## src/hdl/dzg_pkg.sv

```systemverilog
// Function
// (RL1) Every one of the four channels owns its own offset trim and gain trim.
// (RL2) The offset trim code sits in bits 8:0 and bits 15:9 are reserved.
// (RL3) The offset code is two's complement in eighth-LSB steps, -32 to +31.875.
// (RL4) The gain trim code sits in bits 7:0 and bits 15:8 are reserved.
// (RL5) One step of the gain code is one LSB of gain correction; the code moves the bipolar top of span half an LSB per step.
// (RL6) The gain code spans -128 to +127 LSB and zero applies no correction.
// (RL7) The gain code is two's complement in bipolar and unipolar operation.
// (RL8) Reserved trim bits ignore writes and always read back as zero.
// (RL9) Reset clears every gain trim so no gain correction is applied.
// (RL10) The gain trim removes gain error from the channel's output code.
// (RL11) Input codes are two's complement when bipolar, straight when unipolar.
// (RL12) The offset trim is two's complement in both modes and resets to zero.
// (RL13) Trims are applied on every output update, so changes act on the next.
package dzg_pkg;
  localparam int NCH = 4;
  localparam int CHAN_W = 2;
  localparam int ADDR_W = 4;
  localparam int WORD_W = 16;
  localparam int OFFS_W = 9;
  localparam int GAIN_W = 8;
  localparam int FRAC_W = 3;
  localparam int GAIN_SHIFT = 13;
  localparam int ACC_W = 22;
  localparam logic [1:0] KIND_DATA = 2'h1;
  localparam logic [1:0] KIND_OFFS = 2'h2;
  localparam logic [1:0] KIND_GAIN = 2'h3;
  localparam logic [WORD_W-1:0] DATA_RESET = 16'h0000;
  localparam logic [OFFS_W-1:0] OFFS_RESET = 9'h000;
  localparam logic [GAIN_W-1:0] GAIN_RESET = 8'h00;
  localparam logic [ACC_W-1:0] ROUND_HALF = 22'h000004;
  localparam logic signed [ACC_W-1:0] UNI_MAX = 22'sh00ffff;
  localparam logic signed [ACC_W-1:0] UNI_MIN = 22'sh000000;
  localparam logic signed [ACC_W-1:0] BIP_MAX = 22'sh007fff;
  localparam logic signed [ACC_W-1:0] BIP_MIN = 22'sh3f8000;
  localparam logic [OFFS_W-1:0] OFFS_ONE_LSB = 9'h008;
  localparam logic [GAIN_W-1:0] GAIN_MOST_NEG = 8'h80;
  localparam logic [WORD_W-1:0] UNI_TOP = 16'hffff;
  localparam logic [WORD_W-1:0] UNI_TOP_G128 = 16'hff7f;
  localparam logic [WORD_W-1:0] BIP_TOP = 16'h7fff;
  localparam logic [WORD_W-1:0] BIP_TOP_G128 = 16'h7fbf;
  localparam logic [WORD_W-1:0] BIP_BOTTOM = 16'h8000;
endpackage

```

## src/hdl/dzg_trim_top.sv

```systemverilog
`timescale 1ns/1ps
`default_nettype none
module dzg_trim_top (
  input wire logic mclk_in,
  input wire logic rst_n_in,
  input wire logic wr_en_in,
  input wire logic rd_en_in,
  input wire logic [dzg_pkg::ADDR_W-1:0] addr_in,
  input wire logic [dzg_pkg::WORD_W-1:0] wdata_in,
  input wire logic load_in,
  input wire logic [dzg_pkg::NCH-1:0] unipolar_in,
  output logic [dzg_pkg::WORD_W-1:0] rdata_out,
  output logic rvalid_out,
  output logic [dzg_pkg::NCH-1:0][dzg_pkg::WORD_W-1:0] dac_code_out
);
  import dzg_pkg::*;
  typedef struct packed {
    logic [NCH-1:0][WORD_W-1:0] data;
    logic [NCH-1:0][WORD_W-1:0] dac;
    logic [WORD_W-1:0] rdata;
    logic rvalid;
  } dzg_main_t;
  dzg_main_t s_q;
  dzg_main_t s_d;
  logic [1:0] kind;
  logic [CHAN_W-1:0] chan;
  logic [NCH-1:0][OFFS_W-1:0] offs_code;
  logic [NCH-1:0][GAIN_W-1:0] gain_code;
  logic [NCH-1:0][WORD_W-1:0] offs_word;
  logic [NCH-1:0][WORD_W-1:0] gain_word;
  logic [NCH-1:0][WORD_W-1:0] corr_code;
  assign kind = addr_in[ADDR_W-1:CHAN_W];
  assign chan = addr_in[CHAN_W-1:0];
  for (genvar g = 0; g < NCH; g++) begin : g_chan
    logic hit;
    assign hit = wr_en_in && (chan == CHAN_W'(g));
    dzg_trim_regs u_trim (
      .mclk_in(mclk_in),
      .rst_n_in(rst_n_in),
      .wr_offs_in(hit && (kind == KIND_OFFS)), // see (RL1)
      .wr_gain_in(hit && (kind == KIND_GAIN)), // see (RL1)
      .wdata_in(wdata_in),
      .offs_code_out(offs_code[g]),
      .gain_code_out(gain_code[g]),
      .offs_word_out(offs_word[g]),
      .gain_word_out(gain_word[g])
    );
    dzg_corrector u_corr (
      .unipolar_in(unipolar_in[g]),
      .code_in(s_q.data[g]),
      .offs_code_in(offs_code[g]),
      .gain_code_in(gain_code[g]),
      .code_out(corr_code[g])
    );
  end
  // A load in the same cycle as a data or trim write uses the old values;
  // this keeps the update path one register deep at the full clock rate.
  always_comb begin
    s_d = s_q;
    s_d.rvalid = 1'b0;
    if (wr_en_in && kind == KIND_DATA) begin
      s_d.data[chan] = wdata_in;
    end
    if (load_in) begin
      s_d.dac = corr_code; // see (RL13) (RL10)
    end
    if (rd_en_in) begin
      s_d.rvalid = 1'b1;
      case (kind)
        KIND_DATA: s_d.rdata = s_q.data[chan];
        KIND_OFFS: s_d.rdata = offs_word[chan]; // see (RL8)
        KIND_GAIN: s_d.rdata = gain_word[chan]; // see (RL8)
        default: s_d.rdata = DATA_RESET;
      endcase
    end
  end
  always_ff @(posedge mclk_in) begin
    if (!rst_n_in) begin
      s_q <= '0;
    end else begin
      s_q <= s_d;
    end
  end
  assign rdata_out = s_q.rdata;
  assign rvalid_out = s_q.rvalid;
  assign dac_code_out = s_q.dac;

  logic wr_offs;
  logic wr_gain;
  logic rd_offs;
  logic rd_gain;
  assign wr_offs = wr_en_in && kind == KIND_OFFS;
  assign wr_gain = wr_en_in && kind == KIND_GAIN;
  assign rd_offs = rd_en_in && kind == KIND_OFFS;
  assign rd_gain = rd_en_in && kind == KIND_GAIN;

  property p_offs_wr;
    @(posedge mclk_in) disable iff (!rst_n_in)
    wr_offs |=> offs_code[$past(chan)] == $past(wdata_in[OFFS_W-1:0]);
  endproperty
  a_offs_wr: assert property (p_offs_wr) // see (RL2)
    else $error("Offset trim did not take the written code.");

  property p_gain_wr;
    @(posedge mclk_in) disable iff (!rst_n_in)
    wr_gain |=> gain_code[$past(chan)] == $past(wdata_in[GAIN_W-1:0]);
  endproperty
  a_gain_wr: assert property (p_gain_wr) // see (RL4)
    else $error("Gain trim did not take the written code.");

  property p_offs_indep;
    @(posedge mclk_in) disable iff (!rst_n_in)
    (wr_offs && !wr_gain) |=> $stable(gain_code);
  endproperty
  a_offs_indep: assert property (p_offs_indep) // see (RL1)
    else $error("Offset write disturbed a gain trim.");

  property p_chan_indep;
    @(posedge mclk_in) disable iff (!rst_n_in)
    (wr_offs && chan != CHAN_W'(0)) |=> $stable(offs_code[0]);
  endproperty
  a_chan_indep: assert property (p_chan_indep) // see (RL1)
    else $error("Offset write to another channel changed channel zero.");

  property p_offs_rd;
    @(posedge mclk_in) disable iff (!rst_n_in)
    (rd_offs && !wr_offs) |=> rvalid_out
      && rdata_out[WORD_W-1:OFFS_W] == '0
      && rdata_out[OFFS_W-1:0] == offs_code[$past(chan)];
  endproperty
  a_offs_rd: assert property (p_offs_rd) // see (RL8)
    else $error("Offset readback wrong or reserved bits set.");

  property p_gain_rd;
    @(posedge mclk_in) disable iff (!rst_n_in)
    (rd_gain && !wr_gain) |=> rvalid_out
      && rdata_out[WORD_W-1:GAIN_W] == '0
      && rdata_out[GAIN_W-1:0] == gain_code[$past(chan)];
  endproperty
  a_gain_rd: assert property (p_gain_rd) // see (RL8)
    else $error("Gain readback wrong or reserved bits set.");

  property p_gain_reset;
    @(posedge mclk_in)
    !rst_n_in |=> gain_code == '0;
  endproperty
  a_gain_reset: assert property (p_gain_reset) // see (RL9)
    else $error("Gain trims not cleared by reset.");

  property p_offs_reset;
    @(posedge mclk_in)
    !rst_n_in |=> offs_code == '0;
  endproperty
  a_offs_reset: assert property (p_offs_reset) // see (RL12)
    else $error("Offset trims not cleared by reset.");

  property p_load;
    @(posedge mclk_in) disable iff (!rst_n_in)
    load_in |=> dac_code_out == $past(corr_code);
  endproperty
  a_load: assert property (p_load) // see (RL13)
    else $error("Output did not take the corrected code on load.");

  property p_hold;
    @(posedge mclk_in) disable iff (!rst_n_in)
    !load_in |=> $stable(dac_code_out);
  endproperty
  a_hold: assert property (p_hold) // see (RL13)
    else $error("Output changed without a load.");

  property p_no_trim;
    @(posedge mclk_in) disable iff (!rst_n_in)
    (load_in && offs_code[0] == '0 && gain_code[0] == '0)
      |=> dac_code_out[0] == $past(s_q.data[0]);
  endproperty
  a_no_trim: assert property (p_no_trim) // see (RL11)
    else $error("Zero trims altered the output code.");

  property p_offs_step;
    @(posedge mclk_in) disable iff (!rst_n_in)
    (load_in && unipolar_in[0] && gain_code[0] == '0
      && offs_code[0] == OFFS_ONE_LSB && s_q.data[0] != UNI_TOP)
      |=> dac_code_out[0] == $past(s_q.data[0]) + 16'h0001;
  endproperty
  a_offs_step: assert property (p_offs_step) // see (RL3)
    else $error("Eight offset steps did not move the output one LSB.");

  property p_gain_uni;
    @(posedge mclk_in) disable iff (!rst_n_in)
    (load_in && unipolar_in[0] && offs_code[0] == '0
      && gain_code[0] == GAIN_MOST_NEG && s_q.data[0] == UNI_TOP)
      |=> dac_code_out[0] == UNI_TOP_G128;
  endproperty
  a_gain_uni: assert property (p_gain_uni) // see (RL6) (RL10)
    else $error("Unipolar full-scale gain correction wrong.");

  property p_gain_bip;
    @(posedge mclk_in) disable iff (!rst_n_in)
    (load_in && !unipolar_in[0] && offs_code[0] == '0
      && gain_code[0] == GAIN_MOST_NEG && s_q.data[0] == BIP_TOP)
      |=> dac_code_out[0] == BIP_TOP_G128;
  endproperty
  a_gain_bip: assert property (p_gain_bip) // see (RL7) (RL5)
    else $error("Bipolar full-scale gain correction wrong.");

  property p_bip_bottom;
    @(posedge mclk_in) disable iff (!rst_n_in)
    (load_in && !unipolar_in[0] && offs_code[0] == '0
      && gain_code[0] == '0 && s_q.data[0] == BIP_BOTTOM)
      |=> dac_code_out[0] == BIP_BOTTOM;
  endproperty
  a_bip_bottom: assert property (p_bip_bottom) // see (RL11)
    else $error("Bipolar negative full scale not passed through.");

  property p_gain_indep;
    @(posedge mclk_in) disable iff (!rst_n_in)
    wr_gain |=> $stable(offs_code);
  endproperty
  a_gain_indep: assert property (p_gain_indep) // see (RL1)
    else $error("Gain write disturbed an offset trim.");

  property p_chan_indep_gain;
    @(posedge mclk_in) disable iff (!rst_n_in)
    (wr_gain && chan != CHAN_W'(0)) |=> $stable(gain_code[0]);
  endproperty
  a_chan_indep_gain: assert property (p_chan_indep_gain) // see (RL1)
    else $error("Gain write to another channel changed channel zero.");

  property p_unmapped_wr;
    @(posedge mclk_in) disable iff (!rst_n_in)
    (wr_en_in && kind == '0) |=> $stable(offs_code)
      && $stable(gain_code) && $stable(s_q.data);
  endproperty
  a_unmapped_wr: assert property (p_unmapped_wr) // see (RL1)
    else $error("Write to an unmapped address changed a register.");

  property p_unmapped_rd;
    @(posedge mclk_in) disable iff (!rst_n_in)
    (rd_en_in && kind == '0) |=> rvalid_out && rdata_out == '0;
  endproperty
  a_unmapped_rd: assert property (p_unmapped_rd) // see (RL8)
    else $error("Read of an unmapped address was not zero.");

  property p_rvalid_once;
    @(posedge mclk_in) disable iff (!rst_n_in)
    !rd_en_in |=> !rvalid_out;
  endproperty
  a_rvalid_once: assert property (p_rvalid_once) // see (RL8)
    else $error("Read valid raised without a read request.");

  property p_data_wr;
    @(posedge mclk_in) disable iff (!rst_n_in)
    (wr_en_in && kind == KIND_DATA) |=> s_q.data[$past(chan)] == $past(wdata_in);
  endproperty
  a_data_wr: assert property (p_data_wr) // see (RL11)
    else $error("Input data register did not take the written code.");

  property p_data_rd;
    @(posedge mclk_in) disable iff (!rst_n_in)
    (rd_en_in && !wr_en_in && kind == KIND_DATA)
      |=> rvalid_out
      && rdata_out == s_q.data[$past(chan)];
  endproperty
  a_data_rd: assert property (p_data_rd) // see (RL11)
    else $error("Input data readback wrong.");

  property p_offs_neg_step;
    @(posedge mclk_in) disable iff (!rst_n_in)
    (load_in && unipolar_in[0] && gain_code[0] == '0
      && offs_code[0] == -OFFS_ONE_LSB
      && s_q.data[0] != UNI_MIN[WORD_W-1:0])
      |=> dac_code_out[0] == $past(s_q.data[0]) - 16'h0001;
  endproperty
  a_offs_neg_step: assert property (p_offs_neg_step) // see (RL3)
    else $error("Minus eight offset steps did not lower the output one LSB.");

  property p_uni_floor;
    @(posedge mclk_in) disable iff (!rst_n_in)
    (load_in && unipolar_in[1] && gain_code[1] == '0
      && offs_code[1][OFFS_W-1] && s_q.data[1] == UNI_MIN[WORD_W-1:0])
      |=> dac_code_out[1] == UNI_MIN[WORD_W-1:0];
  endproperty
  a_uni_floor: assert property (p_uni_floor) // see (RL3)
    else $error("Negative offset at unipolar zero did not hold at zero.");

  property p_bip_ceiling;
    @(posedge mclk_in) disable iff (!rst_n_in)
    (load_in && !unipolar_in[0] && gain_code[0] == '0
      && offs_code[0] == OFFS_ONE_LSB && s_q.data[0] == BIP_TOP)
      |=> dac_code_out[0] == BIP_TOP;
  endproperty
  a_bip_ceiling: assert property (p_bip_ceiling) // see (RL3)
    else $error("Bipolar positive full scale did not saturate.");

  property p_gain_pos;
    @(posedge mclk_in) disable iff (!rst_n_in)
    (load_in && unipolar_in[0] && offs_code[0] == '0
      && gain_code[0] == ~GAIN_MOST_NEG && s_q.data[0] == UNI_TOP)
      |=> dac_code_out[0] == UNI_TOP;
  endproperty
  a_gain_pos: assert property (p_gain_pos) // see (RL6)
    else $error("Largest positive gain at full scale did not saturate.");

  property p_out_reset;
    @(posedge mclk_in)
    !rst_n_in |=> !rvalid_out && dac_code_out == '0;
  endproperty
  a_out_reset: assert property (p_out_reset) // see (RL12)
    else $error("Outputs not cleared by reset.");
endmodule
`default_nettype wire

```

## src/hdl/dzg_trim_regs.sv

```systemverilog
`timescale 1ns/1ps
`default_nettype none
module dzg_trim_regs (
  input wire logic mclk_in,
  input wire logic rst_n_in,
  input wire logic wr_offs_in,
  input wire logic wr_gain_in,
  input wire logic [dzg_pkg::WORD_W-1:0] wdata_in,
  output logic [dzg_pkg::OFFS_W-1:0] offs_code_out,
  output logic [dzg_pkg::GAIN_W-1:0] gain_code_out,
  output logic [dzg_pkg::WORD_W-1:0] offs_word_out,
  output logic [dzg_pkg::WORD_W-1:0] gain_word_out
);
  import dzg_pkg::*;
  typedef struct packed {
    logic [OFFS_W-1:0] offs;
    logic [GAIN_W-1:0] gain;
  } dzg_trim_t;
  dzg_trim_t s_q;
  dzg_trim_t s_d;
  // Only the code bits are stored, so reserved bits cannot hold anything.
  always_comb begin
    s_d = s_q;
    if (wr_offs_in) begin
      s_d.offs = wdata_in[OFFS_W-1:0]; // see (RL2) (RL8)
    end
    if (wr_gain_in) begin
      s_d.gain = wdata_in[GAIN_W-1:0]; // see (RL4) (RL8)
    end
  end
  always_ff @(posedge mclk_in) begin
    if (!rst_n_in) begin
      s_q.offs <= OFFS_RESET; // see (RL12)
      s_q.gain <= GAIN_RESET; // see (RL9)
    end else begin
      s_q <= s_d;
    end
  end
  assign offs_code_out = s_q.offs;
  assign gain_code_out = s_q.gain;
  assign offs_word_out = {{(WORD_W-OFFS_W){1'b0}}, s_q.offs}; // see (RL8)
  assign gain_word_out = {{(WORD_W-GAIN_W){1'b0}}, s_q.gain}; // see (RL8)
endmodule
`default_nettype wire

```

## src/hdl/dzg_corrector.sv

```systemverilog
`timescale 1ns/1ps
`default_nettype none
module dzg_corrector (
  input wire logic unipolar_in,
  input wire logic [dzg_pkg::WORD_W-1:0] code_in,
  input wire logic [dzg_pkg::OFFS_W-1:0] offs_code_in,
  input wire logic [dzg_pkg::GAIN_W-1:0] gain_code_in,
  output logic [dzg_pkg::WORD_W-1:0] code_out
);
  import dzg_pkg::*;
  logic signed [WORD_W:0] val;
  logic signed [WORD_W+GAIN_W:0] prod;
  logic signed [WORD_W+GAIN_W:0] gterm;
  logic signed [ACC_W-1:0] acc;
  logic signed [ACC_W-1:0] rnd;
  // Work in eighth-LSB fixed point so the offset step is exact; the gain
  // term scales with the code so a trim of g moves the unipolar top of span by g, the bipolar top by g/2.
  always_comb begin
    if (unipolar_in) begin
      val = $signed({1'b0, code_in}); // see (RL11)
    end else begin
      val = $signed({code_in[WORD_W-1], code_in}); // see (RL11)
    end
    prod = $signed(gain_code_in) * val; // see (RL5) (RL6) (RL7) (RL10)
    gterm = prod >>> GAIN_SHIFT;
    acc = (ACC_W'(val) <<< FRAC_W) + gterm[ACC_W-1:0]
        + ACC_W'($signed(offs_code_in)); // see (RL3) (RL12)
    rnd = (acc + $signed(ROUND_HALF)) >>> FRAC_W;
    // Saturate rather than wrap: a trim must never fold the output over.
    if (unipolar_in && rnd > UNI_MAX) begin
      code_out = UNI_MAX[WORD_W-1:0];
    end else if (unipolar_in && rnd < UNI_MIN) begin
      code_out = UNI_MIN[WORD_W-1:0];
    end else if (!unipolar_in && rnd > BIP_MAX) begin
      code_out = BIP_MAX[WORD_W-1:0];
    end else if (!unipolar_in && rnd < BIP_MIN) begin
      code_out = BIP_MIN[WORD_W-1:0];
    end else begin
      code_out = rnd[WORD_W-1:0];
    end
  end
endmodule
`default_nettype wire

```

## config.mk

```make
export PLATFORM = sky130hd
export DESIGN_NAME = dzg_trim_top
export DESIGN_NICKNAME = d
export VERILOG_FILES = /design/src/hdl/dzg_pkg.sv /design/src/hdl/dzg_trim_top.sv /design/src/hdl/dzg_trim_regs.sv /design/src/hdl/dzg_corrector.sv
export SDC_FILE = /design/constraint.sdc
export NUM_CORES = 2
export LEC_CHECK = 0
export BUFFER_PORTS_ARGS = -buffer_cell sky130_fd_sc_hd__buf_2
export CORE_UTILIZATION = 45
export DETAILED_ROUTE_END_ITERATION = 10
export PLACE_DENSITY = 0.57
export RECOVER_POWER = 50
export SYNTH_ARGS = -nofsm -noshare
export SYNTH_HDL_FRONTEND = slang
export SYNTH_SLANG_ARGS = --single-unit
```

## constraint.sdc

```tcl
create_clock -name mclk_in -period 28.2 [get_ports mclk_in]
set_input_delay 5.64 -clock mclk_in [delete_from_list [all_inputs] [get_ports mclk_in]]
set_output_delay 5.64 -clock mclk_in [all_outputs]
set_load 0.02 [all_outputs]
```

==> out/summary.txt <==
========================================================================================================
Outcome                                                                                     finished, violations left
Violated checks                                                                             capacitance limit, slew limit
Drt via density                                                                                    5.451
Initial antenna violation count                                                                        9
Worst VDD drop                                                                              0.00004307 V
Insertion delay of the later-clocked pin in the worst-skew pair                                  0.59 ns
Critical path data arrival time                                                                 15.26 ns
Maximum clock skew at final layout                                                            0.03260 ns
Total via count after detailed routing                                                             26420
Max-cap violation count                                                                                2
Final Cycle Share                                                                                 0.5230
Crit path buffers/inverters                                                                            4
Fraction of power consumed by combinational cells                                                  0.121
Unrepaired setup endpoints after global routing                                                    false
Standby leakage power                                                                         0.01870 uW
Most numerous cell in the Yosys netlist                                                     sky130_fd_sc_hd__inv_1
Launching instance or port of the critical path                                             unipolar_in[2]
Final Setup Violations                                                                                 0
Synthesized area per cell                                                                     8.786 um^2
Number of placement rows                                                                             100
Fraction of met1 tracks used by global routing                                                    0.3483
Global route hottest layer                                                                          met2
Post-CTS Repair Setup Buffers                                                                          0
Signed area change from the synthesized netlist to the final layout                               6.609%
Post-layout nets                                                                                    4731
GRT Total Usage                                                                                   0.2549
Worst reg2reg startpoint                                                                    g_chan[1].u_trim.gain_code_out[7]
Vias in the first global route                                                                     26781
Critical Path Fanout Max                                                                              15
Post-Syn Nets                                                                                       4719
Switching pwr                                                                                   231.6 uW
Share of flip-flops with an asynchronous set or reset after synthesis                                  0
Max frequency                                                                                0.06780 GHz
Detailed-router iteration count before antenna repair                                                  5
Share of cells above drive strength 1                                                            0.04491
Launching element type of the critical path                                                    input pin
Post-CTS clock slew at the launch and capture registers of the worst setup and hold paths        0.06 ns
Post-synth EDFFs                                                                                       0
Number of distinct library cell variants in the gate-level netlist after synthesis                    89
Actual slew at the worst max-slew pin                                                           2.726 ns
Cts-stage hold buffer count                                                                            0
Worst slack at placement                                                                        12.80 ns
Boundary pin count                                                                                   110
Final Hold Viols                                                                                       0
Global-route track usage on met2                                                                  0.4203
Detailed-placement wirelength estimate                                                          73.74 mm
Origin of the worst min-delay path                                                          dac_code_out[28]
Top cells by area in the synthesized netlist                                                sky130_fd_sc_hd__fa_1 (26%), sky130_fd_sc_hd__ha_1 (15%), sky130_fd_sc_hd__dfxtp_1 (13%)
Wire length of the first global-routing pass                                                    151.2 mm
Die span in y                                                                                   275.9 um
Cell class contributing the biggest share of worst-path delay                                adder cells
Violation count after the first detailed-route iteration                                            1571
Effective utilization at floorplan                                                                0.4542
Layout filler cell count                                                                            7371
Capture endpoint of the worst hold path                                                     dac_code_out[28]
Port Buffers                                                                                         109
Gr ovfl total                                                                                          0
Slack of the critical path                                                                      13.45 ns
Number of cells on the worst hold path                                                                 2
Most common flop cell mapped by yosys                                                       sky130_fd_sc_hd__dfxtp_1
Setup slack of the worst register-to-register path                                              16.97 ns
Count of state elements after synthesis                                                              213
Mean routed wirelength per cell                                                                 19.54 um
Fraction of power spent switching nets                                                            0.2840
Worst-path cell with the longest stage delay                                                sky130_fd_sc_hd__xnor2_1
Max H-tree Level                                                                                       1
Top-area cell type share of the netlist area                                                      0.2562
Count of cells resized by post-cts repair                                                              0
Internal Power                                                                                  583.7 uW
Library cell occupying the most area in the post-synthesis netlist                          sky130_fd_sc_hd__fa_1
CORE AREA                                                                                     74320 um^2
Power per standard cell area                                                                22.66 nW/um^2
TritonCTS clock tree                                                                               built
Clock period minus worst slack                                                                  14.75 ns
Final weighted congestion in routability-driven placement                                         0.8746
Number of standard cells after synthesis                                                            3842
Grt met3 use                                                                                     0.04402
Fraction of power consumed by sequential logic                                                     0.399
Destination of the worst register-to-register timing path                                   dac_code_out[30]
Reg2Reg Depth                                                                                         39
Post-detailed-route DRC marker count                                                                   0
Max Buffers Root-to-Sink                                                                               3
Worst slew margin                                                                                -0.8171
Fraction of the yosys area taken by sequential cells                                              0.1263
Most frequent cells after synthesis                                                         sky130_fd_sc_hd__inv_1 (570), sky130_fd_sc_hd__fa_1 (432), sky130_fd_sc_hd__ha_1 (416)
Critical path endpoint category                                                                flip-flop
Part of the total power dissipated in the clock network                                            0.480
Overall die area                                                                              76110 um^2
Slew Viols, Final                                                                                     73
Type of the worst setup path                                                                input pin to flip-flop
Synthesized area                                                                              33760 um^2
Number of CTS-inserted buffers                                                                        26
CP required                                                                                     28.71 ns
Maximum number of pins on one net before global-route repair                                          89
Number of clock sinks                                                                                213
Count of nets left with antenna violations after detail routing                                        0
Hold Path Class                                                                             flip-flop to flip-flop
Yosys warnings                                                                                         0
Clock root buffer                                                                           sky130_fd_sc_hd__clkbuf_16
Die W                                                                                           275.9 um
Routed wire length                                                                              94.72 mm
Total negative slack for setup checks                                                               0 ns
Max incr delay on CP                                                                             0.68 ns
========================================================================================================
[worst min-delay path: cells and delay by family (launching register included)]
kind | cells | cell delay, ns
AND/OR/NAND/NOR | 1 | 0.05
flip-flops | 1 | 0.31
AO/OA/AOI/OAI | 1 | 0.05
[logic make-up after synthesis]
kind of cell    after synthesis  synth area share
compound gates              596            0.1176
xor+xnor                    163           0.04229
fa+ha+maj                   848            0.4104
buf+inv                     715           0.08036
flops                       213            0.1263
mux                         113           0.04607
simple gates               1194            0.1770
[worst max path at each step]
stage                             to  slack [ns]  depth (start not counted)
CTS                 dac_code_out[33]       13.41                         34
floorplan           dac_code_out[36]       14.23                         35
global placement    dac_code_out[44]       13.04                         34
global route        dac_code_out[33]       12.67                         34
finish              dac_code_out[33]       13.45                         34
detailed placement  dac_code_out[33]       12.80                         34
[cell usage in the layout, fill, tap and decap left out, types with 33 or more instances in the layout]
cell type                    n
sky130_fd_sc_hd__xnor2_1    96
sky130_fd_sc_hd__xor2_1     67
sky130_fd_sc_hd__fa_1      432
sky130_fd_sc_hd__nor2_1    272
sky130_fd_sc_hd__inv_1     570
sky130_fd_sc_hd__a21o_1     62
sky130_fd_sc_hd__nand3_1    44
sky130_fd_sc_hd__clkbuf_1   85
sky130_fd_sc_hd__nor3_1     34
sky130_fd_sc_hd__ha_1      416
sky130_fd_sc_hd__mux4_2     33
sky130_fd_sc_hd__mux2i_1    71
sky130_fd_sc_hd__o21ai_0    83
sky130_fd_sc_hd__o21a_1     39
sky130_fd_sc_hd__nand2_1   321
sky130_fd_sc_hd__a21oi_1   190
sky130_fd_sc_hd__and2_1    385
sky130_fd_sc_hd__dfxtp_1   213
[per-layer routing]
layer | wire [um] | share of wire
met5 | 48 | 0.00051
met4 | 1836 | 0.019
met3 | 6206 | 0.066
met2 | 44110 | 0.47
met1 | 42520 | 0.45
[final cells by class]
cell class / instances / area, um^2 / area share
multi-input combinational: 2914 / 26780 / 0.7442
clock inverter: 15 / 279.0 / 0.007753
antenna: 4 / 10.01 / 0.0002781
inverter: 575 / 2161 / 0.06004
timing repair buffer: 124 / 551.8 / 0.01533
clock buffer: 33 / 726.9 / 0.02020
tap: 969 / 1212 / 0.03369
sequential: 213 / 4264 / 0.1185
[flip-flops by register name (all words and copies together) (netlist names)]
name / flops
dac_code_out: 64
s_q: 64
g_chan.u_trim.offs_code_out: 36
g_chan.u_trim.gain_code_out: 32
rdata_out: 16
rvalid_out: 1
[power groups by stage]
stage	combinational, uW	sequential [uW]	clock (uW)
floorplan	61.6	331	0
global placement	99.8	331	0
detailed placement	100	331	0
CTS	101	325	395
global route	109	326	406
finish	99.0	325	391
[per-stage QoR]
step	hold slack (ns)	instances	instance area, um^2	total power [uW]	util
detailed placement	0.4419	4795	35080	431.5	0.4720
global route	0.4906	4846	35980	841.7	0.4842
floorplan	0.4693	3842	33760	392.2	-
CTS	0.4500	4843	36080	820.5	0.4855
global placement	0.4380	4795	35080	431.2	0.4720
finish	0.4523	4847	35990	815.3	0.4842
Power figures use the tool's default switching activity.
